<file path="src/ddrodt_pkg.sv">
package ddrodt_pkg;

  // clock and timing figures, in picoseconds as printed except tCPDED in cycles, cycle counts derived
  localparam int CLK_PERIOD_PS   = 10000;
  localparam int TAONPD_MIN_PS   = 2000;
  localparam int TAONPD_MAX_PS   = 8500;
  localparam int TAOFPD_MIN_PS   = 2000;
  localparam int TAOFPD_MAX_PS   = 8500;
  localparam int TRFC_MIN_PS     = 110000;
  localparam int TXPDLL_MIN_PS   = 24000;
  localparam int TCPDED_MIN_CYC  = 1;

  // least times round up, longest times round down, never below one cycle
  localparam int ASYNC_ON_MIN_CYC  = (TAONPD_MIN_PS + CLK_PERIOD_PS - 1) / CLK_PERIOD_PS;
  localparam int ASYNC_ON_MAX_RAW  = TAONPD_MAX_PS / CLK_PERIOD_PS;
  localparam int ASYNC_ON_MAX_CYC  = (ASYNC_ON_MAX_RAW < 1) ? 1 : ASYNC_ON_MAX_RAW;
  localparam int ASYNC_OFF_MIN_CYC = (TAOFPD_MIN_PS + CLK_PERIOD_PS - 1) / CLK_PERIOD_PS;
  localparam int ASYNC_OFF_MAX_RAW = TAOFPD_MAX_PS / CLK_PERIOD_PS;
  localparam int ASYNC_OFF_MAX_CYC = (ASYNC_OFF_MAX_RAW < 1) ? 1 : ASYNC_OFF_MAX_RAW;
  localparam int TRFC_CYC          = (TRFC_MIN_PS + CLK_PERIOD_PS - 1) / CLK_PERIOD_PS;
  localparam int TXPDLL_CYC        = (TXPDLL_MIN_PS + CLK_PERIOD_PS - 1) / CLK_PERIOD_PS;

  // latency offsets, history depth and timer width
  localparam int ODTL_OFFSET     = 2;
  localparam int CWN8_EXTRA      = 6;
  localparam int CWN4_EXTRA      = 4;
  localparam int HIST_DEPTH      = 32;
  localparam int TIMER_W         = 8;

  localparam logic [TIMER_W-1:0] TRFC_LOAD   = TIMER_W'(TRFC_CYC);
  localparam logic [TIMER_W-1:0] TXPDLL_LOAD = TIMER_W'(TXPDLL_CYC);
  localparam logic [TIMER_W-1:0] TCPDED_LOAD = TIMER_W'(TCPDED_MIN_CYC);

  localparam logic [HIST_DEPTH-1:0] HIST_RESET = 32'h0000_0000;

  typedef struct packed {
    logic [3:0] cwl;           // cas write latency in cycles
    logic [3:0] al;            // additive latency in cycles
    logic       dll_on_in_ppd; // mode register 0 bit A12
    logic       dyn_odt_en;    // dynamic termination enabled
  } ddrodt_cfg_t;

  typedef struct packed {
    logic wr;        // write command registered this cycle
    logic bc4;       // write is a BC4 burst
    logic refresh;   // refresh command registered this cycle
    logic all_idle;  // all banks precharged
  } ddrodt_cmd_t;

  typedef enum logic [3:0] {
    ST_SYNC  = 4'h1,
    ST_ENTRY = 4'h2,
    ST_ASYNC = 4'h4,
    ST_EXIT  = 4'h8
  } ddrodt_state_t;

  // one tap of a history line, out-of-range reads as zero
  function automatic logic hist_tap(input logic [HIST_DEPTH-1:0] h, input logic [5:0] idx);
    hist_tap = (idx < 6'(HIST_DEPTH)) ? h[idx[4:0]] : 1'b0;
  endfunction

endpackage

</file>
<file path="src/ddrodt_ctrl.sv">
`timescale 1ns/1ps
module ddrodt_ctrl
  import ddrodt_pkg::*;
(
  input  wire logic        i_clk,
  input  wire logic        i_reset_n,
  input  wire logic        i_odt,
  input  wire logic        i_cke,
  input  wire ddrodt_cmd_t i_cmd,
  input  wire ddrodt_cfg_t i_cfg,
  output logic             o_rtt_on,
  output logic             o_rtt_wr,
  output logic             o_async,
  output logic             o_window
);

  ddrodt_state_t           state_r;
  ddrodt_state_t           state_nxt;
  logic                    cke_r;
  logic                    cke_nxt;
  logic [HIST_DEPTH-1:0]   odt_hist_r;
  logic [HIST_DEPTH-1:0]   odt_hist_nxt;
  logic [HIST_DEPTH-1:0]   wr_hist_r;
  logic [HIST_DEPTH-1:0]   wr_hist_nxt;
  logic [HIST_DEPTH-1:0]   bl8_hist_r;
  logic [HIST_DEPTH-1:0]   bl8_hist_nxt;
  logic [HIST_DEPTH-1:0]   bc4_hist_r;
  logic [HIST_DEPTH-1:0]   bc4_hist_nxt;
  logic                    rtt_on_r;
  logic                    rtt_on_nxt;
  logic                    rtt_wr_r;
  logic                    rtt_wr_nxt;
  logic                    async_r;
  logic                    async_nxt;
  logic                    window_r;
  logic                    window_nxt;
  logic                    win_load;
  logic [TIMER_W-1:0]      win_value;
  logic                    win_busy;
  logic                    rfc_busy;
  logic [5:0]              wl;
  logic [5:0]              odtl;
  logic                    cke_fall;
  logic                    cke_rise;
  logic                    sync_odt;
  logic                    async_odt;
  logic                    wr_set;
  logic                    wr_clr;

  // write latency includes additive latency; on and off latencies are WL-2
  assign wl       = 6'(i_cfg.cwl) + 6'(i_cfg.al);
  assign odtl     = wl - 6'(ODTL_OFFSET);
  assign cke_fall = cke_r & ~i_cke;
  assign cke_rise = ~cke_r & i_cke;

  // history lines: bit 0 holds the value registered last edge
  assign sync_odt = hist_tap(odt_hist_r, odtl - 6'd1);
  // async path takes the pin one register old, never the same edge it is sampled
  assign async_odt = hist_tap(odt_hist_r, 6'(ASYNC_ON_MIN_CYC) - 6'd1);
  assign wr_set   = hist_tap(wr_hist_r, odtl - 6'd1);
  assign wr_clr   = hist_tap(bl8_hist_r, odtl + 6'(CWN8_EXTRA) - 6'd1)
                  | hist_tap(bc4_hist_r, odtl + 6'(CWN4_EXTRA) - 6'd1);

  // refresh timer: a refresh still running at CKE low stretches the window
  ddrodt_timer u_rfc_timer (
    .i_clk     (i_clk),
    .i_reset_n (i_reset_n),
    .i_load    (i_cmd.refresh),
    .i_value   (TRFC_LOAD),
    .o_busy    (rfc_busy)
  );

  // window timer: entry delay on CKE low, DLL exit delay on CKE high
  ddrodt_timer u_win_timer (
    .i_clk     (i_clk),
    .i_reset_n (i_reset_n),
    .i_load    (win_load),
    .i_value   (win_value),
    .o_busy    (win_busy)
  );

  always_comb begin
    win_load  = 1'b0;
    win_value = TCPDED_LOAD;
    state_nxt = state_r;
    unique case (state_r)
      ST_SYNC: begin
        // fast-exit setting keeps the DLL running, so no async mode at all
        if (cke_fall && i_cmd.all_idle && !i_cfg.dll_on_in_ppd) begin
          win_load  = 1'b1;
          win_value = TCPDED_LOAD;
          state_nxt = ST_ENTRY;
        end
      end
      ST_ENTRY: begin
        if (cke_rise) begin
          // short power-down: exit window reloads the timer with the DLL exit delay
          win_load  = 1'b1;
          win_value = TXPDLL_LOAD;
          state_nxt = ST_EXIT;
        end else if (!win_busy && !rfc_busy) begin
          state_nxt = ST_ASYNC;
        end
      end
      ST_ASYNC: begin
        if (cke_rise) begin
          win_load  = 1'b1;
          win_value = TXPDLL_LOAD;
          state_nxt = ST_EXIT;
        end
      end
      ST_EXIT: begin
        if (cke_fall && i_cmd.all_idle) begin
          // short idle: entry window opens before exit window closes
          win_load  = 1'b1;
          win_value = TCPDED_LOAD;
          state_nxt = ST_ENTRY;
        end else if (!win_busy) begin
          state_nxt = ST_SYNC;
        end
      end
    endcase
  end

  always_comb begin
    cke_nxt      = i_cke;
    // the ODT receiver keeps sampling through power-down
    odt_hist_nxt = {odt_hist_r[HIST_DEPTH-2:0], i_odt};
    wr_hist_nxt  = {wr_hist_r[HIST_DEPTH-2:0], i_cmd.wr & i_cfg.dyn_odt_en};
    bl8_hist_nxt = {bl8_hist_r[HIST_DEPTH-2:0], i_cmd.wr & ~i_cmd.bc4};
    bc4_hist_nxt = {bc4_hist_r[HIST_DEPTH-2:0], i_cmd.wr & i_cmd.bc4};
    async_nxt    = (state_nxt == ST_ASYNC) || (state_nxt == ST_EXIT);
    window_nxt   = (state_nxt == ST_ENTRY) || (state_nxt == ST_EXIT);
    if (async_nxt) begin
      // one cycle is the closest the clock gets to the 2 to 8.5 ns span; AL not applied
      rtt_on_nxt = async_odt;
    end else begin
      // entry window choice: synchronous latency meets both window bounds
      rtt_on_nxt = sync_odt;
    end
    // dynamic termination is only meaningful while the DLL runs
    rtt_wr_nxt = rtt_wr_r;
    if (!i_cfg.dyn_odt_en || async_nxt) begin
      rtt_wr_nxt = 1'b0;
    end else if (wr_set) begin
      rtt_wr_nxt = 1'b1;
    end else if (wr_clr) begin
      rtt_wr_nxt = 1'b0;
    end
  end

  always_ff @(posedge i_clk) begin
    if (!i_reset_n) begin
      state_r    <= ST_SYNC;
      cke_r      <= 1'b0;
      odt_hist_r <= HIST_RESET;
      wr_hist_r  <= HIST_RESET;
      bl8_hist_r <= HIST_RESET;
      bc4_hist_r <= HIST_RESET;
      rtt_on_r   <= 1'b0;
      rtt_wr_r   <= 1'b0;
      async_r    <= 1'b0;
      window_r   <= 1'b0;
    end else begin
      state_r    <= state_nxt;
      cke_r      <= cke_nxt;
      odt_hist_r <= odt_hist_nxt;
      wr_hist_r  <= wr_hist_nxt;
      bl8_hist_r <= bl8_hist_nxt;
      bc4_hist_r <= bc4_hist_nxt;
      rtt_on_r   <= rtt_on_nxt;
      rtt_wr_r   <= rtt_wr_nxt;
      async_r    <= async_nxt;
      window_r   <= window_nxt;
    end
  end

  assign o_rtt_on = rtt_on_r;
  assign o_rtt_wr = rtt_wr_r;
  assign o_async  = async_r;
  assign o_window = window_r;

endmodule // ddrodt_ctrl

</file>
<file path="src/ddrodt_timer.sv">
`timescale 1ns/1ps
module ddrodt_timer
  import ddrodt_pkg::*;
(
  input  wire logic               i_clk,
  input  wire logic               i_reset_n,
  input  wire logic               i_load,
  input  wire logic [TIMER_W-1:0] i_value,
  output logic                    o_busy
);

  logic [TIMER_W-1:0] cnt_r;
  logic [TIMER_W-1:0] cnt_nxt;

  always_comb begin
    cnt_nxt = cnt_r;
    if (i_load) begin
      cnt_nxt = i_value;
    end else if (cnt_r != '0) begin
      cnt_nxt = cnt_r - TIMER_W'(1);
    end
  end

  always_ff @(posedge i_clk) begin
    if (!i_reset_n) begin
      cnt_r <= '0;
    end else begin
      cnt_r <= cnt_nxt;
    end
  end

  assign o_busy = (cnt_r != '0);

endmodule // ddrodt_timer
</file>
<file path="config.mk">
export PLATFORM = sky130hd
export DESIGN_NAME = ddrodt_ctrl
export DESIGN_NICKNAME = d
export VERILOG_FILES = /design/src/ddrodt_pkg.sv /design/src/ddrodt_ctrl.sv /design/src/ddrodt_timer.sv
export SDC_FILE = /design/constraint.sdc
export NUM_CORES = 1
export LEC_CHECK = 0
export BUFFER_PORTS_ARGS = -buffer_cell sky130_fd_sc_hd__buf_4
export CAP_MARGIN = 10
export CORE_MARGIN = 2
export CORE_UTILIZATION = 30
export DETAILED_ROUTE_END_ITERATION = 6
export PLACE_DENSITY = 0.56
export SLEW_MARGIN = 20
export SYNTH_ARGS = -nofsm -noshare
export SYNTH_HDL_FRONTEND = slang
export SYNTH_HIERARCHICAL = 1
export SYNTH_SLANG_ARGS = --single-unit
</file>
<file path="constraint.sdc">
create_clock -name i_clk -period 3.25 [get_ports i_clk]
set_input_delay 0.325 -clock i_clk [delete_from_list [all_inputs] [get_ports i_clk]]
set_output_delay 0.325 -clock i_clk [all_outputs]
set_load 0.02 [all_outputs]
</file>
Word level (Yosys, flattened, before mapping)
Index checks and enable logic that the tools add are counted.
Cells by class
  $add $sub $neg: 9
  multiply operators: 0
  divide/modulo/power cells: 0
  magnitude comparators: 6
  equality and inequality tests: 7
  shift operators: 0
  multiplexer cells: 32
  bitwise gates (word level): 10
  reduce and logical (&&, ||, !) cells: 19
Operators by type and width (count)
  4-bit 2-to-1 mux: 8
  1-bit binary-select mux with 5-bit select: 4
  5-bit by 6-bit less-than comparator with 1-bit output, second input constant: 3
  6-bit less-than comparator, second input constant: 3
  6-bit by 1-bit subtractor with 6-bit output, second input constant: 3
  8-bit 2-to-1 mux: 2
  4-bit one-hot mux with 4 select lines: 1
  8-bit one-hot mux with 2 select lines: 1
  8-bit nonzero test: 2
  8-bit by 1-bit subtractor with 8-bit output, second input constant: 2
  1-bit 2-to-1 mux: 14
  6-bit by 3-bit adder with 6-bit output, second input constant: 2
  4-bit by 2-bit equality test with 1-bit output, second input constant: 2
  4-bit by 3-bit equality test with 1-bit output, second input constant: 2
  4-bit equality test, second input constant: 2
  2-bit OR reduction: 4
  2-bit nonzero test: 3
  5-bit by 2-bit subtractor with 6-bit output, second input constant: 1
  4-bit by 4-bit adder with 5-bit output: 1
  1-bit bitwise AND: 5
  4-bit by 1-bit equality test with 1-bit output, second input constant: 1
  1-bit logical NOT: 4
  1-bit inverter: 4
  1-bit logical AND: 3
  4 further kinds: 6
Storage, ports and cells
  bits in registers: 153
  bits in latches: 0
  bits in writable memories: 0
  ROM bits: 0
  input bits: 18
  output and inout bits: 4
  word-level logic and storage cells: 96
  memories: 0

Logic depth before layout (Yosys ltp)
Gate-level depths: netlist (run 1).
  depth in word-level cells: 10
  mapped depth: 13
  gate-level depth less buffers: 12

Cells and area by module
Netlist (run 1), hierarchy kept.
By module, submodules not included
  ddrodt_ctrl: times used 1, cells an instance 450, area each 5357.6 um^2, seq. area each 2742.6 um^2
  ddrodt_timer: times used 2, cells an instance 54, area each 480.5 um^2, seq. area each 160.2 um^2

Worst setup path before layout (run 1)
OpenSTA, ideal clock, no wires.
  kind: input to register
  start point: input i_cfg[3] in the netlist's numbering
  end point: register rtt_wr_r (netlist: o_rtt_wr)
  arrival time: 2.963 ns
  data required time: 3.154 ns
  slack: 0.191 ns
  stages on the path: 11
  path buffers: 1
  cells stage by stage: inv_1 ha_1 inv_1 ha_1 ha_1 clkbuf_1 mux4_2 mux4_2 a32oi_1 a21oi_1 o41ai_2
On the way
  cells in the longest elaborated chain, start to end: 9
  elaborated cells on any way between the ends: 22
Ends and longest elaborated chain
  from (decl): line ddrodt_ctrl.sv:10  | input wire ddrodt_cfg_t i_cfg,
  4-bit by 4-bit adder with 5-bit output *: line ddrodt_ctrl.sv:51  | assign wl = 6'(i_cfg.cwl) + 6'(i_cfg.al);
  5-bit by 2-bit subtractor with 6-bit output *: line ddrodt_ctrl.sv:52  | assign odtl = wl - 6'(ODTL_OFFSET);
  6-bit by 3-bit adder with 6-bit output, on equally long branches: line ddrodt_ctrl.sv:61, ddrodt_ctrl.sv:62
  6-bit by 1-bit subtractor with 6-bit output, on equally long branches: line ddrodt_ctrl.sv:61, ddrodt_ctrl.sv:62
  1-bit binary-select mux with 5-bit select: line ddrodt_pkg.sv:59  | hist_tap = (idx < 6'(HIST_DEPTH)) ? h[idx[4:0]] : 1'b0;
  1-bit 2-to-1 mux (not written as such): line ddrodt_pkg.sv:59
  1-bit 2-to-1 mux: line ddrodt_pkg.sv:59
  1-bit bitwise OR: line ddrodt_ctrl.sv:62  | | hist_tap(bc4_hist_r, odtl + 6'(CWN4_EXTRA) - 6'd1);
  2-bit nonzero test (no line)
  to (signal assigned): line ddrodt_ctrl.sv:172  | rtt_wr_r <= rtt_wr_nxt;
  to (decl): line ddrodt_ctrl.sv:31  | logic rtt_wr_r;
Mark *: on every way between the ends. The rest lies on a longest branch, timed or not. The select of a mux whose other input is x is not followed.
A chain may end at the register's enable or synchronous reset.

Worst setup path after layout (run 1)
Same ends and word-level chain as after synthesis.

==> flow_summary.ini, run 1 <==
[floorplan]
die_h_um = 149
start_util_pct = 30.3
io_pins = 22
die_width_um = 149
num_rows = 53
core_area_sq_um = 20800
dieArea_sq_um = 22200

[synth]
synth_compound_gate_area_share_pct = 4.89
synth_top_area_share_pct = 48.5
ys_types = 52
synthCells = 558
async_flop_share_pct = 0
yosys.area.top_type = dfxtp_1
synth.mux.area_fraction_pct = 16.1
synth_common_cells = 153 x dfxtp_1, 133 x and2_1, 38 x mux4_2
ys_warn_count = 6
syn_avg_cell_area_sq_um = 11.3
seq_area_frac_synth_pct = 48.5
synth_top_family_by_area = simple AND/OR/NAND/NOR gates
synth-seq-cells = 153
synth-adder-area-share_pct = 2.89
netlist_area_sq_um = 6320
synth-edff-count = 0
synth.most_common_cell = dfxtp_1
synth_area_leaders = dfxtp_1 48%, mux4_2 14%, and2_1 13%, ha_1 2.6%, mux2i_1 2.1%
synth_xor_area_share_pct = 3.45
synth_ff_type = dfxtp_1
yosys.area_share.simple_pct = 20.5

[clock_network]
cts_made_buffers = 17
holdBufCountCts = 0
cts.sinks = 153
cts_tree = built
cts-resized-gates = 0
cts.clk_slew.worst_paths_ns = 0.06
clock_latency_ns = 0.42
cts-root-buf = clkbuf_16
cts.path.max_buffers = 2
post_cts.repair.setup_buffers = 0
htree_levels = 4

[timing]
drv_slew = 0
hold_viol = 0
slew_headroom_pct = 59.3
timing.hold.ws_ns = 0.0604
period_share_pct = 87.7
rsz0062_at_grt = false
fmax_mhz = 351
finClkSkew_ns = 0.0102
fin_crit_ns = 2.85
setup_ws_ns = 0.400
worstMarginPinSlew_ns = 0.610
setup_viol = 0

[min_path]
worstHoldStart = i_cmd[2]
hp-class = in2reg

[cells_and_area]
area_growth_pct = 20.0
drive_gt1_share_pct = 20.6
diodes = 0
fin_util_pct = 36.4
final_cell_count_no_fill = 893
fin_nets = 637

[worst_setup_path]
crit_fanout = 4
path_class = in2reg
crit_path_start = i_cfg[3]
end_kind = register
cp-start-kind = input port
arrival_ns = 3.18
r2r-start = u_win_timer/cnt_r[4]
worstPathRequired_ns = 3.58

[detailed_routing]
drt_wl_total_um = 11700
drt-initial-drc-count = 214
wl_per_cell_um = 13.1
avgViaCountPerCell = 4.47
drc = 0
first_pass_iters = 4
vias = 3992
ant_nets = 0

[power_and_ir_drop]
pwr-share-clk_pct = 41.7
combPwrFrac_pct = 18.7
ir_drop_mv = 0.405
seq_power_share_pct = 39.6
switching_share_pct = 26.5
power.density_nw_per_um2 = 668
p_leak_nw = 3.06
internal_power_w = 0.00372
switching_power_w = 0.00134

[placed_design]
portBuffers = 21
place_worst_setup_slack_ns = -0.0282
dp_hpwl_um = 8050
dp.cells = 861
place.gp.congestion = 0.819

[global_routing]
grt.total_usage_pct = 11.4
grt_max_degree = 89
grt_pass1_vias = 4100
antenna_found_initial = 0
grt_pass1_wl_um = 20000
grt-ovfl-total = 0

[run_status]
outcome = finished clean

[run]
drv_cap = 0
[final cells by class]
class                      count  area [sq um]
inverter                      28           105
clock buffer                  18           429
tap                          275           344
clock inverter                14           208
sequential                   153          3060
timing repair buffer          42           353
multi-input combinational    363          3080
fill                        2051         13200
[flip-flops by register name (all words and copies together), names as in the netlist]
name and flops:
bc4_hist_r 32, bl8_hist_r 32, odt_hist_r 32, wr_hist_r 32, u_rfc_timer/cnt_r 8, u_win_timer/cnt_r 8, state_r 4, cke_r 1
o_async 1, o_rtt_on 1, o_rtt_wr 1, o_window 1
[cell usage in the layout (no fill, tap or decap), drive strengths merged, types with 2 or more instances in the layout]
cell      synthesis  final
inv              28     34
o41ai             3      3
clkbuf           20     18
nor2             16     16
nor4b             3      3
or4               3      3
conb              2     15
mux2i            13     13
buf               5     42
o21bai            2      2
clkinv            0      2
bufinv            0      4
clkinvlp          0      2
ha               13     13
o211ai            2      2
and2            133    133
a21oi            13     13
o22ai             2      2
xor2              6      6
nor4              2      2
nor3              8      8
nand3b            3      3
nand2            16     16
nor3b             2      2
o31ai             8      8
mux4             38     38
a21o              2      2
xnor2            15     15
and3              3      3
nor2b             3      3
nand3            14     14
nand4             4      4
o21ai             8      8
mux2              2      2
dfxtp           153    153
or3               3      3
[logic make-up after synthesis]
logic type / Yosys count
compound gates: 45
xor+xnor: 21
buf+inv: 55
mux: 53
simple gates: 215
fa+ha+maj: 14
flops: 153
other cells: 2
[worst paths after layout]
check,cells after the start,slack (ns),to
setup / recovery,12,0.40,o_rtt_wr
hold / removal,2,0.06,bl8_hist_r[0]
hold reg to reg,1,0.45,bc4_hist_r[20]
setup reg to reg,10,0.63,o_rtt_wr
[metrics by stage]
step | power, W | setup TNS, ns | instance area (sq um)
CTS | 0.00513 | 0 | 7580
global route | 0.00531 | 0 | 7580
detailed placement | 0.00300 | -0.0282 | 6940
finish | 0.00506 | 0 | 7580
floorplan | 0.00274 | 0 | 6370
global placement | 0.00297 | 0 | 6940
[layer usage]
layer	up-vias	part of all wire [%]	GRT usage (%)
li1	1982	-	-
met1	1949	46	13.9
met2	47	49	19.3
met3	14	3.5	3.06
met4	0	1.5	4.14
met5	-	0	0
[power groups by stage]
stage	combinational, W	clock, W	sequential, W
after floorplan	0.000709	0	0.00203
after global placement	0.000932	0	0.00204
after detailed placement	0.000954	0	0.00204
after CTS	0.000960	0.00217	0.00200
after global routing	0.00105	0.00224	0.00201
final	0.000949	0.00211	0.00200
[critical path, cell delays in order]
cell	delay, ns
buf_4	0.07
inv_1	0.03
ha_1	0.26
inv_1	0.04
ha_1	0.21
fa_1	0.53
nor3_1	0.44
xnor2_2	0.25
mux4_2	0.39
mux2i_1	0.06
or4_1	0.51
o41ai_2	0.07
Power figures use the tool's default switching activity.
==> run 2, diff against run 1 <==
- CORE_UTILIZATION: 30 -> 47
- PLACE_DENSITY: 0.56 -> 0.76
==> run 2 against run 1 <==
Effect of this change: final cell count shrank 12%; total power is 3.6% lower; worst setup slack worse by 0.038 ns; hold slack is essentially flat; largest cell class unchanged; critical path type unchanged; critical path depth did not move.
==> flow_summary.ini, run 2 (synthesized netlist as in run 1, its figures left out) <==
[detailed_routing]
ant_nets = 0
drt_wl_total_um = 11500
first_pass_iters = 4
drc = 0
vias = 4006
drt-initial-drc-count = 235
wl_per_cell_um = 14.6
avgViaCountPerCell = 5.10

[worst_setup_path]
worstPathRequired_ns = 3.58
reg2reg_depth = 10
regToRegSetupSlack_ns = 0.53
critical-path-top-delay-family = adder cells
slowest_stage = fa_1
cpPeakStageDelay_ns = 0.62
cp-start-kind = input port
crit_chain = buf_4 > inv_1 > ha_1 > inv_1 > ha_1 > fa_1 > o21ai_0 > xnor2_1 > mux2i_1 > mux2i_1 > and3_1 > o41ai_2
r2r-start = u_win_timer/cnt_r[4]
path_class = in2reg
crit_fanout = 6
end_kind = register
r2r-end = o_rtt_wr
arrival_ns = 3.22
crit_buf_inv = 3

[cells_and_area]
layout_commonest_cell = dfxtp_1
diodes = 0
final_cell_count_no_fill = 785
fin_nets = 628
area_growth_pct = 16.4
drive_gt1_share_pct = 19.5
final_cell_mix = 153 x dfxtp_1, 133 x and2_1, 38 x mux4_2

[floorplan]
num_rows = 42
die_h_um = 120
start_util_pct = 47.9
dieArea_sq_um = 14400
io_pins = 22
die_width_um = 120
core_area_sq_um = 13200

[clock_network]
cts_made_buffers = 17
cts.sinks = 153
cts.path.max_buffers = 2
clock_latency_ns = 0.42
post_cts.repair.setup_buffers = 0
holdBufCountCts = 0
htree_levels = 4
cts_tree = built
cts.clk_slew.worst_paths_ns = 0.06
cts-resized-gates = 0
cts-root-buf = clkbuf_16

[global_routing]
use_met3_pct = 4.33
use_met2_pct = 29.9
grt_pass1_wl_um = 20200
grt_pass1_vias = 4257
grt-ovfl-total = 0
grt-busiest-layer = met2
antenna_found_initial = 0
grt.total_usage_pct = 17.6
grt.met1_usage_pct = 22.2
grt_max_degree = 131

[timing]
timing.hold.ws_ns = 0.0602
setup_viol = 0
tns_ns = 0
finClkSkew_ns = 0.00857
fin_crit_ns = 2.89
drv_slew = 0
fmax_mhz = 346
worstMarginPinSlew_ns = 0.580
period_share_pct = 88.9
rsz0062_at_grt = false
slew_headroom_pct = 61.3
hold_viol = 0

[power_and_ir_drop]
p_leak_nw = 3.01
power_w = 0.00488
ir_drop_mv = 0.398
power.density_nw_per_um2 = 663

[min_path]
holdPathEnd = bl8_hist_r[0]
worstHoldStart = i_cmd[2]
hold-path-cell-count = 2
hp-class = in2reg

[placed_design]
dp.cells = 753
dp_hpwl_um = 7630
portBuffers = 21
place.gp.congestion = 0.869

[run_status]
outcome = finished clean

[run]
drv_cap = 0
-- run 2: per-stage QoR --
step | utilization, % | setup WS, ns | cell area (sq um)
CTS | 55.8 | 0.325 | 7360
detailed placement | 51.3 | 0.00588 | 6770
global placement | 51.3 | 0.0588 | 6770
global route | 55.8 | 0.0765 | 7360
floorplan | - | 0.191 | 6370
finish | 55.8 | 0.362 | 7360
-- run 2: final cells by class --
type                       instances  area [sq um]
tap                              176           220
fill                            1096          5830
sequential                       153          3060
inverter                          28           105
clock buffer                      18           439
clock inverter                    14           153
timing repair buffer              33           298
multi-input combinational        363          3080
-- run 2: where the power goes --
| group | total [W] | internal [W] | switching (W) |
|---|---|---|---|
| sequential | 0.00200 | 0.00194 | 0.0000645 |
| clock | 0.00196 | 0.00111 | 0.000850 |
| combinational | 0.000917 | 0.000451 | 0.000466 |
-- run 2: worst max path at each step --
| stage | startpoint | cells past startpoint | slack (ns) | endpoint |
|---|---|---|---|---|
| 3_5_place_dp | i_cfg[3] | 12 | 0.006 | o_rtt_wr |
| 6_report | i_cfg[3] | 12 | 0.36 | o_rtt_wr |
| 4_1_cts | i_cfg[3] | 12 | 0.33 | o_rtt_wr |
| 3_3_place_gp | i_cfg[3] | 12 | 0.06 | o_rtt_wr |
| 2_1_floorplan | i_cfg[3] | 11 | 0.19 | o_rtt_wr |
| 5_1_grt | i_cfg[3] | 12 | 0.08 | o_rtt_wr |
-- run 2: layer usage --
layer / vias up / wire length (um)
met1: 1962 / 5280
met3: 8 / 385
met4: 0 / 80
met2: 62 / 5740
met5: - / 0
li1: 1974 / -
==> run 3, diff against run 2 <==
- CTS_BUF_LIST: not set -> sky130_fd_sc_hd__clkbuf_2 sky130_fd_sc_hd__clkbuf_4 sky130_fd_sc_hd__clkbuf_8
==> run 3 against run 2 <==
Effect of this change: clock skew fell by 0.00053 ns; first-iteration DRC count rose by 21%; critical path depth stayed put; die area is the same; highest routed layer unchanged; non-clock buffer count did not move; wire length decreased by 1.7%; sequential share of layout area is 1.1 points higher; critical endpoint unchanged.
==> flow_summary.ini, run 3 (synthesized netlist as in run 1, its figures left out) <==
[min_path]
hp-class = in2reg

[timing]
slew_headroom_pct = 61.3
finClkSkew_ns = 0.00803
setup_viol = 0
tns_ns = 0
hold_viol = 0
period_share_pct = 86.6
fmax_mhz = 356
rsz0062_at_grt = false
drv_slew = 0
fin_crit_ns = 2.81
worstMarginPinSlew_ns = 0.580

[power_and_ir_drop]
p_leak_nw = 2.92
power.density_nw_per_um2 = 609
ir_drop_mv = 0.250

[global_routing]
grt_max_degree = 131
grt_pass1_wl_um = 19900
grt_pass1_vias = 4169
grt.total_usage_pct = 17.3
antenna_found_initial = 0
grt-ovfl-total = 0

[detailed_routing]
vias = 4005
drc = 0
wl_per_cell_um = 14.4
avgViaCountPerCell = 5.10
drt-initial-drc-count = 284
drt_wl_total_um = 11300
first_pass_iters = 4
ant_nets = 0

[clock_network]
cts_tree = built
post_cts.repair.setup_buffers = 0
clock_latency_ns = 0.44
cts.clk_slew.worst_paths_ns = 0.09
cts-resized-gates = 0
cts.path.max_buffers = 2
cts_made_buffers = 17
holdBufCountCts = 0
htree_levels = 4
cts.sinks = 153
cts-root-buf = clkbuf_8

[floorplan]
die_width_um = 120
dieArea_sq_um = 14400
core_area_sq_um = 13200
io_pins = 22
die_h_um = 120
num_rows = 42
start_util_pct = 47.9

[cells_and_area]
diodes = 0
area_growth_pct = 13.4
drive_gt1_share_pct = 19.5
final_cell_mix = 153 x dfxtp_1, 133 x and2_1, 38 x mux4_2
final_area_sq_um = 7170
layout_commonest_cell = dfxtp_1
final_cell_count_no_fill = 785
fill_cells = 1127
fin_nets = 628

[placed_design]
dp_hpwl_um = 7630
dpl-instance-area_sq_um = 6770
dp.cells = 753
portBuffers = 21
place.gp.congestion = 0.869

[worst_setup_path]
crit_path_end = o_rtt_wr
crit_path_start = i_cfg[3]
worstPathRequired_ns = 3.60
cp-start-kind = input port
regToRegSetupSlack_ns = 0.49
path_class = in2reg
crit_fanout = 6
end_kind = register
reg2reg_depth = 10
r2r-end = o_rtt_wr
arrival_ns = 3.17
r2r-start = u_win_timer/cnt_r[4]

[run_status]
outcome = finished clean

[run]
drv_cap = 0
run 3: cell count changes in the layout (fill, tap and decap cells not counted):
cell | previous run | this run
clkbuf_8 | 1 | 18
clkbuf_16 | 17 | 0
run 3: metrics by stage:
| step | power (W) | worst slack (ns) | utilization, % | hold slack [ns] |
|---|---|---|---|---|
| CTS | 0.00440 | 0.449 | 54.3 | 0.0171 |
| global route | 0.00458 | 0.177 | 54.3 | 0.0203 |
| floorplan | 0.00274 | 0.191 | - | 0.397 |
| finish | 0.00436 | 0.437 | 54.3 | 0.0341 |
| detailed placement | 0.00296 | 0.00588 | 51.3 | 0.437 |
| global placement | 0.00292 | 0.0588 | 51.3 | 0.429 |
run 3: worst max-delay path: stages:
cell,delay [ns]
buf_4,0.08
inv_1,0.03
ha_1,0.26
inv_1,0.04
ha_1,0.21
fa_1,0.63
o21ai_0,0.18
xnor2_1,0.49
mux2i_1,0.32
mux2i_1,0.12
and3_1,0.19
o41ai_2,0.30
run 3: area by class of cell:
class | instances | area, sq um | share of cell area, %
inverters | 28 | 105 | 1.47
flip-flops and latches | 153 | 3060 | 42.7
repair buffers | 33 | 298 | 4.16
well taps | 176 | 220 | 3.07
clock inverters | 14 | 153 | 2.13
clock buffers | 18 | 248 | 3.46
multi-input cells | 363 | 3080 | 43.0
run 3: power breakdown:
| part | switching (W) | internal, W |
|---|---|---|
| combinational | 0.000465 | 0.000451 |
| sequential | 0.0000643 | 0.00194 |
| clock | 0.000784 | 0.000662 |
run 3: metal layers:
layer  share of wire, %  track usage, %  wire, um  vias to the layer above
met2                 50            29.2      5640                       59
met3                3.8            4.47       432                        7
li1                   -               -         -                     1971
met4               0.83            4.71        94                        0
met1                 45            22.0      5120                     1968
met5                  0               0         0                        -
run 3: worst min path at each step:
stage,from,endpoint,slack (ns),cells after the start
finish,i_cmd[2],bl8_hist_r[0],0.03,2
floorplan,i_cmd[2],bl8_hist_r[0],0.40,1
global placement,wr_hist_r[19],wr_hist_r[20],0.43,1
CTS,i_cmd[2],bl8_hist_r[0],0.02,2
detailed placement,bl8_hist_r[23],bl8_hist_r[24],0.44,1
global route,i_cmd[2],bl8_hist_r[0],0.02,2
